File: config.mk
export PLATFORM = sky130hd
export DESIGN_NAME = caf_control_flags
export DESIGN_NICKNAME = d
export VERILOG_FILES = /design/src/caf_pkg.sv /design/src/caf_counter.sv /design/src/caf_flag_bank.sv /design/src/caf_control_flags.sv
export SDC_FILE = /design/constraint.sdc
export NUM_CORES = 1
export LEC_CHECK = 0
export BUFFER_PORTS_ARGS = -buffer_cell sky130_fd_sc_hd__buf_4
export CORE_AREA = 3 3 71 99
export CTS_CLUSTER_DIAMETER = 60
export DETAILED_ROUTE_END_ITERATION = 16
export DIE_AREA = 0 0 74 102
export PLACE_DENSITY = 0.83
export SLEW_MARGIN = 15
export SYNTH_ARGS = -nofsm -noshare
export SYNTH_HDL_FRONTEND = slang
export SYNTH_SLANG_ARGS = --single-unit
File: constraint.sdc
create_clock -name ref_clk -period 2.3 [get_ports ref_clk]
set_clock_uncertainty 0.05 [all_clocks]
set_input_delay 0.115 -clock ref_clk [delete_from_list [all_inputs] [get_ports ref_clk]]
set_output_delay 0.115 -clock ref_clk [all_outputs]
set_load 0.02 [all_outputs]
File: src/caf_pkg.sv
// Purpose: Shared constants and types of the counter array control and flag block.
// Assumes: AHB-Lite register bus with 32-bit data and byte addresses.
// Notes:   Every register takes one aligned word; unused bits read as zero.
package caf_pkg;

    // ------------------------------------------------------------------
    // Register map
    // ------------------------------------------------------------------
    localparam int          CAF_ADDR_W       = 8;
    localparam logic [7:0]  CAF_CTRL_OFF     = 8'h00;
    localparam logic [7:0]  CAF_MODE_OFF     = 8'h04;
    localparam logic [7:0]  CAF_MODIE_OFF    = 8'h08;
    localparam logic [7:0]  CAF_COUNT_OFF    = 8'h0C;
    localparam logic [7:0]  CAF_ISTAT_OFF    = 8'h10;
    localparam logic [7:0]  CAF_IMASK_OFF    = 8'h14;

    // ------------------------------------------------------------------
    // Field layout and reset values
    // ------------------------------------------------------------------
    localparam int          CAF_MOD_N        = 6;
    localparam int          CAF_CNT_W        = 16;
    localparam int          CAF_OVF_BIT      = 7;
    localparam int          CAF_RUN_BIT      = 6;
    localparam int          CAF_OVF_EN_BIT   = 0;
    localparam int          CAF_EVT_N        = CAF_MOD_N + 1;
    localparam logic [6:0]  CAF_FLAGS_RST    = 7'h00;
    localparam logic [5:0]  CAF_MODIE_RST    = 6'h00;
    localparam logic [6:0]  CAF_IMASK_RST    = 7'h00;
    localparam logic [1:0]  CAF_HTRANS_NSEQ  = 2'h2;

    // ------------------------------------------------------------------
    // Captured address phase
    // ------------------------------------------------------------------
    typedef struct packed {
        logic [CAF_ADDR_W-1:0] addr;
        logic                  write;
        logic                  valid;
    } caf_aphase_s;

endpackage : caf_pkg

File: src/caf_counter.sv
// Purpose: Free running array counter with run control and a wrap pulse.
// Assumes: tick is a one-cycle enable pulse giving the counter's timebase.
// Notes:   wrapPulse is high for the one cycle after the count passes max to zero.
`timescale 1ns/1ps
module caf_counter
    import caf_pkg::*;
#(
    parameter int WIDTH = CAF_CNT_W
)
(
    // Clock and reset
    input  wire logic             ref_clk,
    input  wire logic             rst,
    // Control
    input  wire logic             run,
    input  wire logic             tick,
    // Status
    output logic [WIDTH-1:0]      count,
    output logic                  wrapPulse
);

    logic [WIDTH-1:0] next_count;
    logic             next_wrapPulse;

    always_comb
    begin
        next_count     = count;
        next_wrapPulse = 1'b0;
        if (run && tick)
        begin
            next_count     = count + 1'b1;
            next_wrapPulse = &count;
        end
    end

    always_ff @(posedge ref_clk)
    begin
        if (rst)
        begin
            count     <= '0;
            wrapPulse <= 1'b0;
        end
        else
        begin
            count     <= next_count;
            wrapPulse <= next_wrapPulse;
        end
    end

endmodule : caf_counter

File: src/caf_flag_bank.sv
// Purpose: Bank of sticky flags set by hardware and written by software.
// Assumes: setPulse bits are one-cycle events; wrEn is one cycle per write.
// Notes:   A set in the cycle of a write always wins over the write.
`timescale 1ns/1ps
module caf_flag_bank
    import caf_pkg::*;
#(
    parameter int         WIDTH   = CAF_EVT_N,
    parameter bit         CLR_W1C = 1'b0
)
(
    // Clock and reset
    input  wire logic             ref_clk,
    input  wire logic             rst,
    // Hardware events
    input  wire logic [WIDTH-1:0] setPulse,
    // Software write
    input  wire logic             wrEn,
    input  wire logic [WIDTH-1:0] wrData,
    // Flags
    output logic [WIDTH-1:0]      flags
);

    logic [WIDTH-1:0] next_flags;

    // Load mode takes the written value; clear mode drops bits written with one.
    always_comb
    begin
        next_flags = flags;
        if (wrEn)
        begin
            next_flags = CLR_W1C ? (flags & ~wrData) : wrData;
        end
        next_flags = next_flags | setPulse;
    end

    always_ff @(posedge ref_clk)
    begin
        if (rst)
        begin
            flags <= '0;
        end
        else
        begin
            flags <= next_flags;
        end
    end

endmodule : caf_flag_bank

File: src/caf_control_flags.sv
// Purpose: Control and status byte of a six-module counter array, on AHB-Lite.
// Assumes: Module match or capture events arrive as one-cycle pulses.
// Notes:   Zero wait state slave; every response is OKAY.
//
// Notes on behaviour
// - Counter overflow flag, control bit 7, sets when counter wraps max to zero.
// - Enabled and set overflow flag raises the overflow interrupt request.
// - Overflow flag is never cleared by hardware; software clears it.
// - Run bit, control bit 6: one runs the counter, zero holds it.
// - Bits 5..0 are module event flags, set on that module's match or capture.
// - Enabled and set module flag raises the shared module event request.
// - Module flags stay set until software clears them; servicing clears nothing.
// - Overflow request masked by overflow enable, mode register bit 0.
// - Each module request masked by its own enable bit.
//
// The AHB-Lite register port and the register addresses are this design's own decisions.
`timescale 1ns/1ps
module caf_control_flags
    import caf_pkg::*;
(
    // Clock and reset
    input  wire logic                 ref_clk,
    input  wire logic                 rst,
    // AHB-Lite slave
    input  wire logic                 hsel,
    input  wire logic [31:0]          haddr,
    input  wire logic [1:0]           htrans,
    input  wire logic                 hwrite,
    input  wire logic [2:0]           hsize,
    input  wire logic [31:0]          hwdata,
    input  wire logic                 hready,
    output logic [31:0]               hrdata,
    output logic                      hreadyout,
    output logic                      hresp,
    // Array events
    input  wire logic                 countTick,
    input  wire logic [CAF_MOD_N-1:0] moduleEvent,
    // Requests and status
    output logic                      counterRun,
    output logic                      overflowIrq,
    output logic                      moduleIrq,
    output logic                      irq
);

    // ------------------------------------------------------------------
    // State
    // ------------------------------------------------------------------
    caf_aphase_s             aph;
    caf_aphase_s             next_aph;
    logic [31:0]             next_hrdata;
    logic                    next_counterRun;
    logic                    overflowIrqEnable;
    logic                    next_overflowIrqEnable;
    logic [CAF_MOD_N-1:0]    moduleIrqEnable;
    logic [CAF_MOD_N-1:0]    next_moduleIrqEnable;
    logic [CAF_EVT_N-1:0]    intMask;
    logic [CAF_EVT_N-1:0]    next_intMask;
    logic                    next_overflowIrq;
    logic                    next_moduleIrq;
    logic                    next_irq;
    logic [CAF_CNT_W-1:0]    count;
    logic                    wrapPulse;
    logic [CAF_EVT_N-1:0]    ctrlFlags;
    logic [CAF_EVT_N-1:0]    intStatus;
    logic [CAF_EVT_N-1:0]    eventSet;
    logic                    wrCtrl;
    logic                    wrIstat;
    logic                    counterOverflowFlag;
    logic [CAF_MOD_N-1:0]    moduleEventFlag;

    assign counterOverflowFlag = ctrlFlags[CAF_EVT_N-1];
    assign moduleEventFlag     = ctrlFlags[CAF_MOD_N-1:0];
    // Overflow is the top event bit, above the six module events.
    assign eventSet            = {wrapPulse, moduleEvent};

    function automatic logic wr_hit(caf_aphase_s a, logic [7:0] off);
        return a.valid && a.write && (a.addr == off);
    endfunction : wr_hit

    assign wrCtrl  = wr_hit(aph, CAF_CTRL_OFF);
    assign wrIstat = wr_hit(aph, CAF_ISTAT_OFF);

    // ------------------------------------------------------------------
    // Counter and flag banks
    // ------------------------------------------------------------------
    caf_counter #(
        .WIDTH     (CAF_CNT_W)
    ) u_counter (
        .ref_clk   (ref_clk),
        .rst       (rst),
        .run       (counterRun),
        .tick      (countTick),
        .count     (count),
        .wrapPulse (wrapPulse)
    );

    // Control byte flags load the written value, hardware sets win.
    caf_flag_bank #(
        .WIDTH    (CAF_EVT_N),
        .CLR_W1C  (1'b0)
    ) u_ctrl_flags (
        .ref_clk  (ref_clk),
        .rst      (rst),
        .setPulse (eventSet),
        .wrEn     (wrCtrl),
        .wrData   ({hwdata[CAF_OVF_BIT], hwdata[CAF_MOD_N-1:0]}),
        .flags    (ctrlFlags)
    );

    // Interrupt status is write-one-to-clear.
    caf_flag_bank #(
        .WIDTH    (CAF_EVT_N),
        .CLR_W1C  (1'b1)
    ) u_int_status (
        .ref_clk  (ref_clk),
        .rst      (rst),
        .setPulse (eventSet),
        .wrEn     (wrIstat),
        .wrData   (hwdata[CAF_EVT_N-1:0]),
        .flags    (intStatus)
    );

    // ------------------------------------------------------------------
    // Bus and register logic
    // ------------------------------------------------------------------
    always_comb
    begin
        next_aph.valid  = hsel && hready && (htrans == CAF_HTRANS_NSEQ);
        next_aph.write  = hwrite;
        next_aph.addr   = haddr[CAF_ADDR_W-1:0];
        next_hrdata     = 32'h0000_0000;
        // Read data are taken in the address phase, so a read straight after a write
        // to the same register still returns the old value.
        if (next_aph.valid && !hwrite)
        begin
            unique case (haddr[CAF_ADDR_W-1:0])
                CAF_CTRL_OFF:  next_hrdata = {24'h00_0000, counterOverflowFlag,
                                              counterRun, moduleEventFlag};
                CAF_MODE_OFF:  next_hrdata = {31'h0000_0000, overflowIrqEnable};
                CAF_MODIE_OFF: next_hrdata = {26'h000_0000, moduleIrqEnable};
                CAF_COUNT_OFF: next_hrdata = {16'h0000, count};
                CAF_ISTAT_OFF: next_hrdata = {25'h000_0000, intStatus};
                CAF_IMASK_OFF: next_hrdata = {25'h000_0000, intMask};
                default:       next_hrdata = 32'h0000_0000;
            endcase
        end
        next_counterRun        = counterRun;
        next_overflowIrqEnable = overflowIrqEnable;
        next_moduleIrqEnable   = moduleIrqEnable;
        next_intMask           = intMask;
        if (wrCtrl)
        begin
            next_counterRun = hwdata[CAF_RUN_BIT];
        end
        if (wr_hit(aph, CAF_MODE_OFF))
        begin
            next_overflowIrqEnable = hwdata[CAF_OVF_EN_BIT];
        end
        if (wr_hit(aph, CAF_MODIE_OFF))
        begin
            next_moduleIrqEnable = hwdata[CAF_MOD_N-1:0];
        end
        if (wr_hit(aph, CAF_IMASK_OFF))
        begin
            next_intMask = hwdata[CAF_EVT_N-1:0];
        end
        next_overflowIrq = counterOverflowFlag && overflowIrqEnable;
        next_moduleIrq   = |(moduleEventFlag & moduleIrqEnable);
        next_irq         = |(intStatus & intMask);
    end

    always_ff @(posedge ref_clk)
    begin
        if (rst)
        begin
            aph               <= '0;
            hrdata            <= 32'h0000_0000;
            hreadyout         <= 1'b0;
            hresp             <= 1'b0;
            counterRun        <= 1'b0;
            overflowIrqEnable <= 1'b0;
            moduleIrqEnable   <= CAF_MODIE_RST;
            intMask           <= CAF_IMASK_RST;
            overflowIrq       <= 1'b0;
            moduleIrq         <= 1'b0;
            irq               <= 1'b0;
        end
        else
        begin
            aph               <= next_aph;
            hrdata            <= next_hrdata;
            hreadyout         <= 1'b1;
            hresp             <= 1'b0;
            counterRun        <= next_counterRun;
            overflowIrqEnable <= next_overflowIrqEnable;
            moduleIrqEnable   <= next_moduleIrqEnable;
            intMask           <= next_intMask;
            overflowIrq       <= next_overflowIrq;
            moduleIrq         <= next_moduleIrq;
            irq               <= next_irq;
        end
    end
endmodule : caf_control_flags

==> results.ini, run 1 <==
[outcome]
outcome = completed

[placement]
place_inst = 458
port_buffers = 50
preCtsSetupSlack_ns = 0.632
routabilityCongestion = 0.875
dp.final_hpwl_um = 5110

[timing]
period_share = 0.820
layout_min_cycle_time_ns = 1.89
setup_slack_ns = 0.415
fmax_mhz = 530
whs_ns = 0.0204
hold_viol_final = 0
setup_viol = 0
slew_headroom = 0.613
tightestPinTransition_ns = 0.581
tns_ns = 0
drv_slew = 0
grt_setup_unrepaired = false

[yosys]
post-synth-top-count-cell = dfxtp_1
syn_avg_cell_area_sq_um = 9.41
ys_types = 50
yosysTopAreaCellShare = 0.467
synthTopCellsByArea = dfxtp_1 47%, mux2i_1 8.0%, nor2_1 5.9%
synthCells = 346
yosysTopAreaCell = dfxtp_1
synth_seq_cells = 76
synth_ff_type = dfxtp_1
synth_common_cells = 76 x dfxtp_1, 51 x nor2_1, 26 x mux2i_1, 18 x buf_4
synth_edf_count = 0
ys_warn_count = 0
async_flop_share = 0
yosysSeqAreaShare = 0.467
netlist_area_sq_um = 3260

[drt]
first_pass_iters = 4
drcViolationCount = 0
drt_wl_total_um = 7230
vias = 2707
vias_per_cell = 5.48
wl_per_cell_um = 14.6
first_iter_violations = 114
ant_nets = 0

[final_layout]
seqCellArea_sq_um = 1520
nNetsFinal = 499
area_growth_pct = 24.0
drive_gt1_frac = 0.206
fillCellCount = 488
final_core_util = 0.646
final_cells = 494
antennaDiodeCount = 0
multi_input_area_sq_um = 1570

[worst_setup_path]
worst_setup_path_end_kind = flop
r2r_setup_slack_ns = 0.59
crit_required_ns = 2.55
cp.arrival_ns = 2.13
start_kind = input port
r2r_start = aph[3]
critPathMaxFanout = 7
r2r-end = intMask[5]
crit_type = in2reg
ff2ff_path_depth = 4

[clock_tree]
cts_inserted_buffers = 9
clk_pin_slew_ns = 0.08
clockBufferDepth = 2
cts_root_buf = clkbuf_8
cts_hold_buf = 20
clock_latency_ns = 0.36
cts_setup_buffers = 0
cts_max_level = 3
clock_sink_count = 76
cts.repair.resized = 0
cts_tree = built

[die]
dieArea_sq_um = 7550
die_w_um = 74
rows = 34
ioPinCount = 119
fp.dieH_um = 102
initial_core_util = 0.521
core_area_sq_um = 6250

[pwr]
p_leak_nw = 1.61
power_frac_comb = 0.080
intPower_mw = 1.98
switchingPower_mw = 0.641
p_seq_frac = 0.521
switching_share = 0.245
p_clk_frac = 0.399
power_density_nw_per_um2 = 648
peakVddDrop_mv = 0.474

[global_route]
grt_pass1_wl_um = 12100
grt_use_total = 0.206
grt_pass1_vias = 2655
gr-total-overflow = 0
grt_max_degree = 59
grt_antenna_before_repair = 0

[worst_hold_path]
hp-class = in2reg
hold_end = u_counter.count[1]
worstHoldStart = countTick
hold_depth = 3

[flow_run]
drv_cap = 0

worst max-delay path by stage:
stage,slack [ns],cells past startpoint,end,startpoint
2_1_floorplan,0.76,4,u_counter.count[14],counterRun
3_3_place_gp,0.65,4,intMask[4],aph[3]
3_5_place_dp,0.63,4,intMask[4],aph[3]
4_1_cts,0.47,7,hrdata[11],haddr[5]
5_1_grt,0.24,7,hrdata[11],haddr[5]
6_report,0.41,7,hrdata[10],haddr[5]
flip-flops by register name, summed over array words and instances, names as in the netlist, 6 cells and up:
signal	count
aph	10
hrdata	16
intMask	7
moduleIrqEnable	6
u_counter.count	16
u_ctrl_flags.flags	7
u_int_status.flags	7
power by group through the flow:
stage          sequential (mW)  clock (mW)  combinational (mW)
2_1_floorplan             1.39           0               0.131
3_3_place_gp              1.39           0               0.176
3_5_place_dp              1.39           0               0.180
4_1_cts                   1.36        1.06               0.207
5_1_grt                   1.37        1.11               0.229
6_report                  1.36        1.04               0.210
kinds of logic (layout without fill, tap and decap cells):
family          count (synthesis)  in the layout  synth area share
compound gates                 44             44            0.0934
xor+xnor                       11             11            0.0296
fa+ha+maj                       1              1           0.00384
buf+inv                        38             98            0.0688
flops                          76             76             0.467
mux                            29             29            0.0903
other cells                     1             17           0.00115
simple gates                  146            146             0.246
cells in the final DEF, fill, tap and decap left out, types with 2 or more instances in the layout:
cell type	instances
and3_1	3
nand4_1	10
xnor2_1	9
nand3_1	10
or2_2	2
xor2_1	2
o21ai_0	2
and4bb_2	2
nor2b_1	10
mux2i_1	26
a211oi_1	7
o32ai_1	2
inv_6	2
buf_4	57
nor3_1	14
nor3_2	2
conb_1	17
o22a_1	3
nand2_1	14
mux2_2	3
clkbuf_8	10
and2_1	8
a21oi_1	11
inv_1	5
a31oi_1	5
nor4_1	5
nand2b_1	2
dfxtp_1	76
nor2_1	51
a22oi_1	7
dlygate4sd3_1	20
or3_1	3
clkinvlp_4	2
per-stage QoR:
stage / area [sq um] / power [mW]
after floorplan: 3320 / 1.52
after global placement: 3630 / 1.57
after detailed placement: 3630 / 1.57
after CTS: 4040 / 2.63
after global routing: 4040 / 2.71
final: 4040 / 2.62
routing by layer:
layer,global-route usage,vias up,part of all wire
met4,0.0795,0,0.025
met1,0.237,1277,0.40
met3,0.0502,19,0.046
met2,0.361,81,0.53
li1,-,1330,-
met5,0,-,0
critical path, stage by stage:
cell and delay, ns:
dlygate4sd3_1 0.56, buf_4 0.14, nor3_1 0.23, buf_4 0.18
nand4_1 0.30, nor3_2 0.43, and2_1 0.18
layout make-up:
cell class,instances,share of cell area
well taps,72,0.0223
multi-input cells,248,0.389
clock inverters,6,0.0177
repair buffers,77,0.156
inverters,5,0.00465
flip-flops and latches,76,0.377
clock buffers,10,0.0341
Note: power is estimated with default switching activity, not from simulation.
==> inputs of run 2 (changes only) <==
--- a/config.mk
+++ b/config.mk
@@ -6,11 +6,11 @@
 export NUM_CORES = 1
 export LEC_CHECK = 0
 export BUFFER_PORTS_ARGS = -buffer_cell sky130_fd_sc_hd__buf_4
-export CORE_AREA = 3 3 71 99
+export CORE_AREA = 3 3 77 108
 export CTS_CLUSTER_DIAMETER = 60
 export DETAILED_ROUTE_END_ITERATION = 16
-export DIE_AREA = 0 0 74 102
-export PLACE_DENSITY = 0.83
+export DIE_AREA = 0 0 80 111
+export PLACE_DENSITY = 0.74
 export SLEW_MARGIN = 15
 export SYNTH_ARGS = -nofsm -noshare
 export SYNTH_HDL_FRONTEND = slang
==> constraint.sdc (replaced) <==
create_clock -name ref_clk -period 1.53 [get_ports ref_clk]
set_clock_uncertainty 0.05 [all_clocks]
set_input_delay 0.0765 -clock ref_clk [delete_from_list [all_inputs] [get_ports ref_clk]]
set_output_delay 0.0765 -clock ref_clk [all_outputs]
set_load 0.02 [all_outputs]
==> results.ini, run 2 (synthesis gave the netlist of run 1 again) <==
[outcome]
outcome = completed

[clock_tree]
clock_sink_count = 76  ; unchanged
cts_max_level = 3  ; unchanged
cts_root_buf = clkbuf_8
cts_inserted_buffers = 9  ; unchanged
clk_pin_slew_ns = 0.08  ; about the same
cts_tree = built
clock_latency_ns = 0.36  ; about the same
clockBufferDepth = 2  ; unchanged

[die]
fp.dieH_um = 111  ; +8.8%
dieArea_sq_um = 8880  ; +18%
rows = 37  ; +8.8%
core_area_sq_um = 7410  ; +18%
die_w_um = 80  ; +8.1%
initial_core_util = 0.440  ; -0.0811
ioPinCount = 119  ; unchanged

[worst_setup_path]
path_cells = buf_4, nor4_4, buf_6, buf_6, nand4_1, a21oi_1, nor2_1
cp.arrival_ns = 1.69  ; -0.44 ns
worst_path_max_delay_cell = dfxtp_2
path_buf_inv = 3  ; unchanged
start_kind = flop
worst_setup_path_end_kind = flop
crit_family = buffers and inverters
cpMostUsedCell = buf_6
critPathMaxFanout = 7  ; unchanged
slowest_delay_ns = 0.34  ; -0.22 ns
crit_type = reg2reg
crit_required_ns = 1.72  ; -0.83 ns

[global_route]
grt_pass1_wl_um = 13000  ; +7.3%
grt_max_degree = 59  ; unchanged
grt_pass1_vias = 2774  ; +4.5%
grt_use_total = 0.187  ; -0.0185
grt_antenna_before_repair = 0  ; unchanged
gr-total-overflow = 0  ; unchanged

[final_layout]
nNetsFinal = 526  ; +5.4%
final_common_cell = buf_4
antennaDiodeCount = 0  ; unchanged
reg_top3 = hrdata (16), u_counter.count (16), aph (10)
drive_gt1_frac = 0.304  ; +0.0974
design_area_sq_um = 4400  ; +9.0%
final_cell_mix = 77 x buf_4, 71 x dfxtp_1, 51 x nor2_1
area_growth_pct = 35.2
final_cells = 545  ; +10%

[flow_run]
drv_cap = 0  ; unchanged

[worst_hold_path]
hp-class = in2reg

[drt]
first_pass_iters = 4  ; unchanged
wl_met2_um = 4530  ; +18%
ant_nets = 0  ; unchanged
top_layer = met4
drcViolationCount = 0  ; unchanged
first_iter_violations = 126  ; +11%
drt_wl_total_um = 8400  ; +16%
vias = 2868  ; +5.9%
wl_per_cell_um = 15.4  ; +5.3%
m1WireLength_um = 3190  ; +12%
wl_met3_um = 382  ; +15%
vias_per_cell = 5.26  ; -4.0%

[timing]
tightestPinTransition_ns = 0.609  ; +0.0281 ns
setup_viol = 0  ; unchanged
layout_min_cycle_time_ns = 1.51
slew_headroom = 0.594  ; -0.0187
grt_setup_unrepaired = true
period_share = 0.984
whs_ns = 0.0174  ; -0.00301 ns
fmax_mhz = 664
hold_viol_final = 0  ; unchanged
drv_slew = 0  ; unchanged

[placement]
place_inst = 504  ; +10%
routabilityCongestion = 0.887  ; +1.3%
port_buffers = 50  ; unchanged
placed_cell_area_sq_um = 3830  ; +5.6%
dp.final_hpwl_um = 5610  ; +9.8%

[pwr]
peakVddDrop_mv = 0.423  ; -11%
p_leak_nw = 1.75  ; +8.7%
design_power_total_mw = 3.71  ; +42%
power_density_nw_per_um2 = 842  ; +30%

[run 2: changes by cell type in the layout (fill, tap and decap cells not counted), moves of 3 or more]
| cell | before | now |
|---|---|---|
| nor4_1 | 5 | 1 |
| a21oi_1 | 11 | 8 |
| a21oi_2 | 0 | 3 |
| nor4_2 | 0 | 4 |
| dfxtp_1 | 76 | 71 |
| buf_4 | 57 | 77 |
| buf_6 | 0 | 3 |
| clkinv_2 | 0 | 3 |
| nor3_2 | 2 | 9 |
| nor3_1 | 14 | 6 |
| dfxtp_2 | 0 | 5 |
[run 2: layer usage]
layer | vias to the layer above | GRT usage
met3 | 19 | 0.0374
li1 | 1390 | -
met4 | 0 | 0.100
met2 | 76 | 0.331
met5 | - | 0
met1 | 1383 | 0.203
[run 2: through the flow]
stage | TNS (ns) | setup slack (ns) | utilization
finish | 0 | 0.0240 | 0.595
global route | -0.372 | -0.0536 | 0.595
CTS | -0.0180 | -0.0129 | 0.569
detailed placement | -0.254 | -0.0438 | 0.517
global placement | 0 | 0.0201 | 0.517
floorplan | 0 | 0.0570 | -
[run 2: layout make-up]
type	instances	area (sq um)
Clock buffer	10	128
Tap cell	97	121
Clock inverter	5	30.0
Multi-Input combinational cell	249	1730
Inverter	5	18.8
Fill cell	652	3000
Timing Repair Buffer	103	852
Sequential cell	76	1530
[run 2: what timing repair did]
item / CTS / global route
buffers inserted: 0 / 3
resized for setup: 2 / 32
pin swaps: 5 / 10
hold endpoints to repair: 36 / 0
gates cloned: 0 / 1
hold buffers: 22 / 0
setup endpoints to repair: 10 / 45
[run 2: final timing paths]
path	from	end	slack (ns)	cells past startpoint
setup / recovery	aph[2]	u_int_status.flags[3]	0.02	7
hold / removal	haddr[4]	hrdata[9]	0.02	2
setup reg to reg	aph[2]	u_int_status.flags[3]	0.02	7
hold reg to reg	u_counter.count[15]	u_counter.wrapPulse	0.43	2
[run 2: report_power, final]
group          internal [mW]  switching, mW  total, mW
combinational          0.172          0.198      0.371
clock                  0.570          0.718       1.29
sequential              2.02         0.0339       2.05
[run 2: worst reg2reg max path, delay by kind of cell (launching register included)]
| family | cells | cell delay [ns] |
|---|---|---|
| AND/OR/NAND/NOR | 3 | 0.40 |
| AO/OA/AOI/OAI | 1 | 0.15 |
| flip-flops | 1 | 0.34 |
| buffers and inverters | 3 | 0.44 |
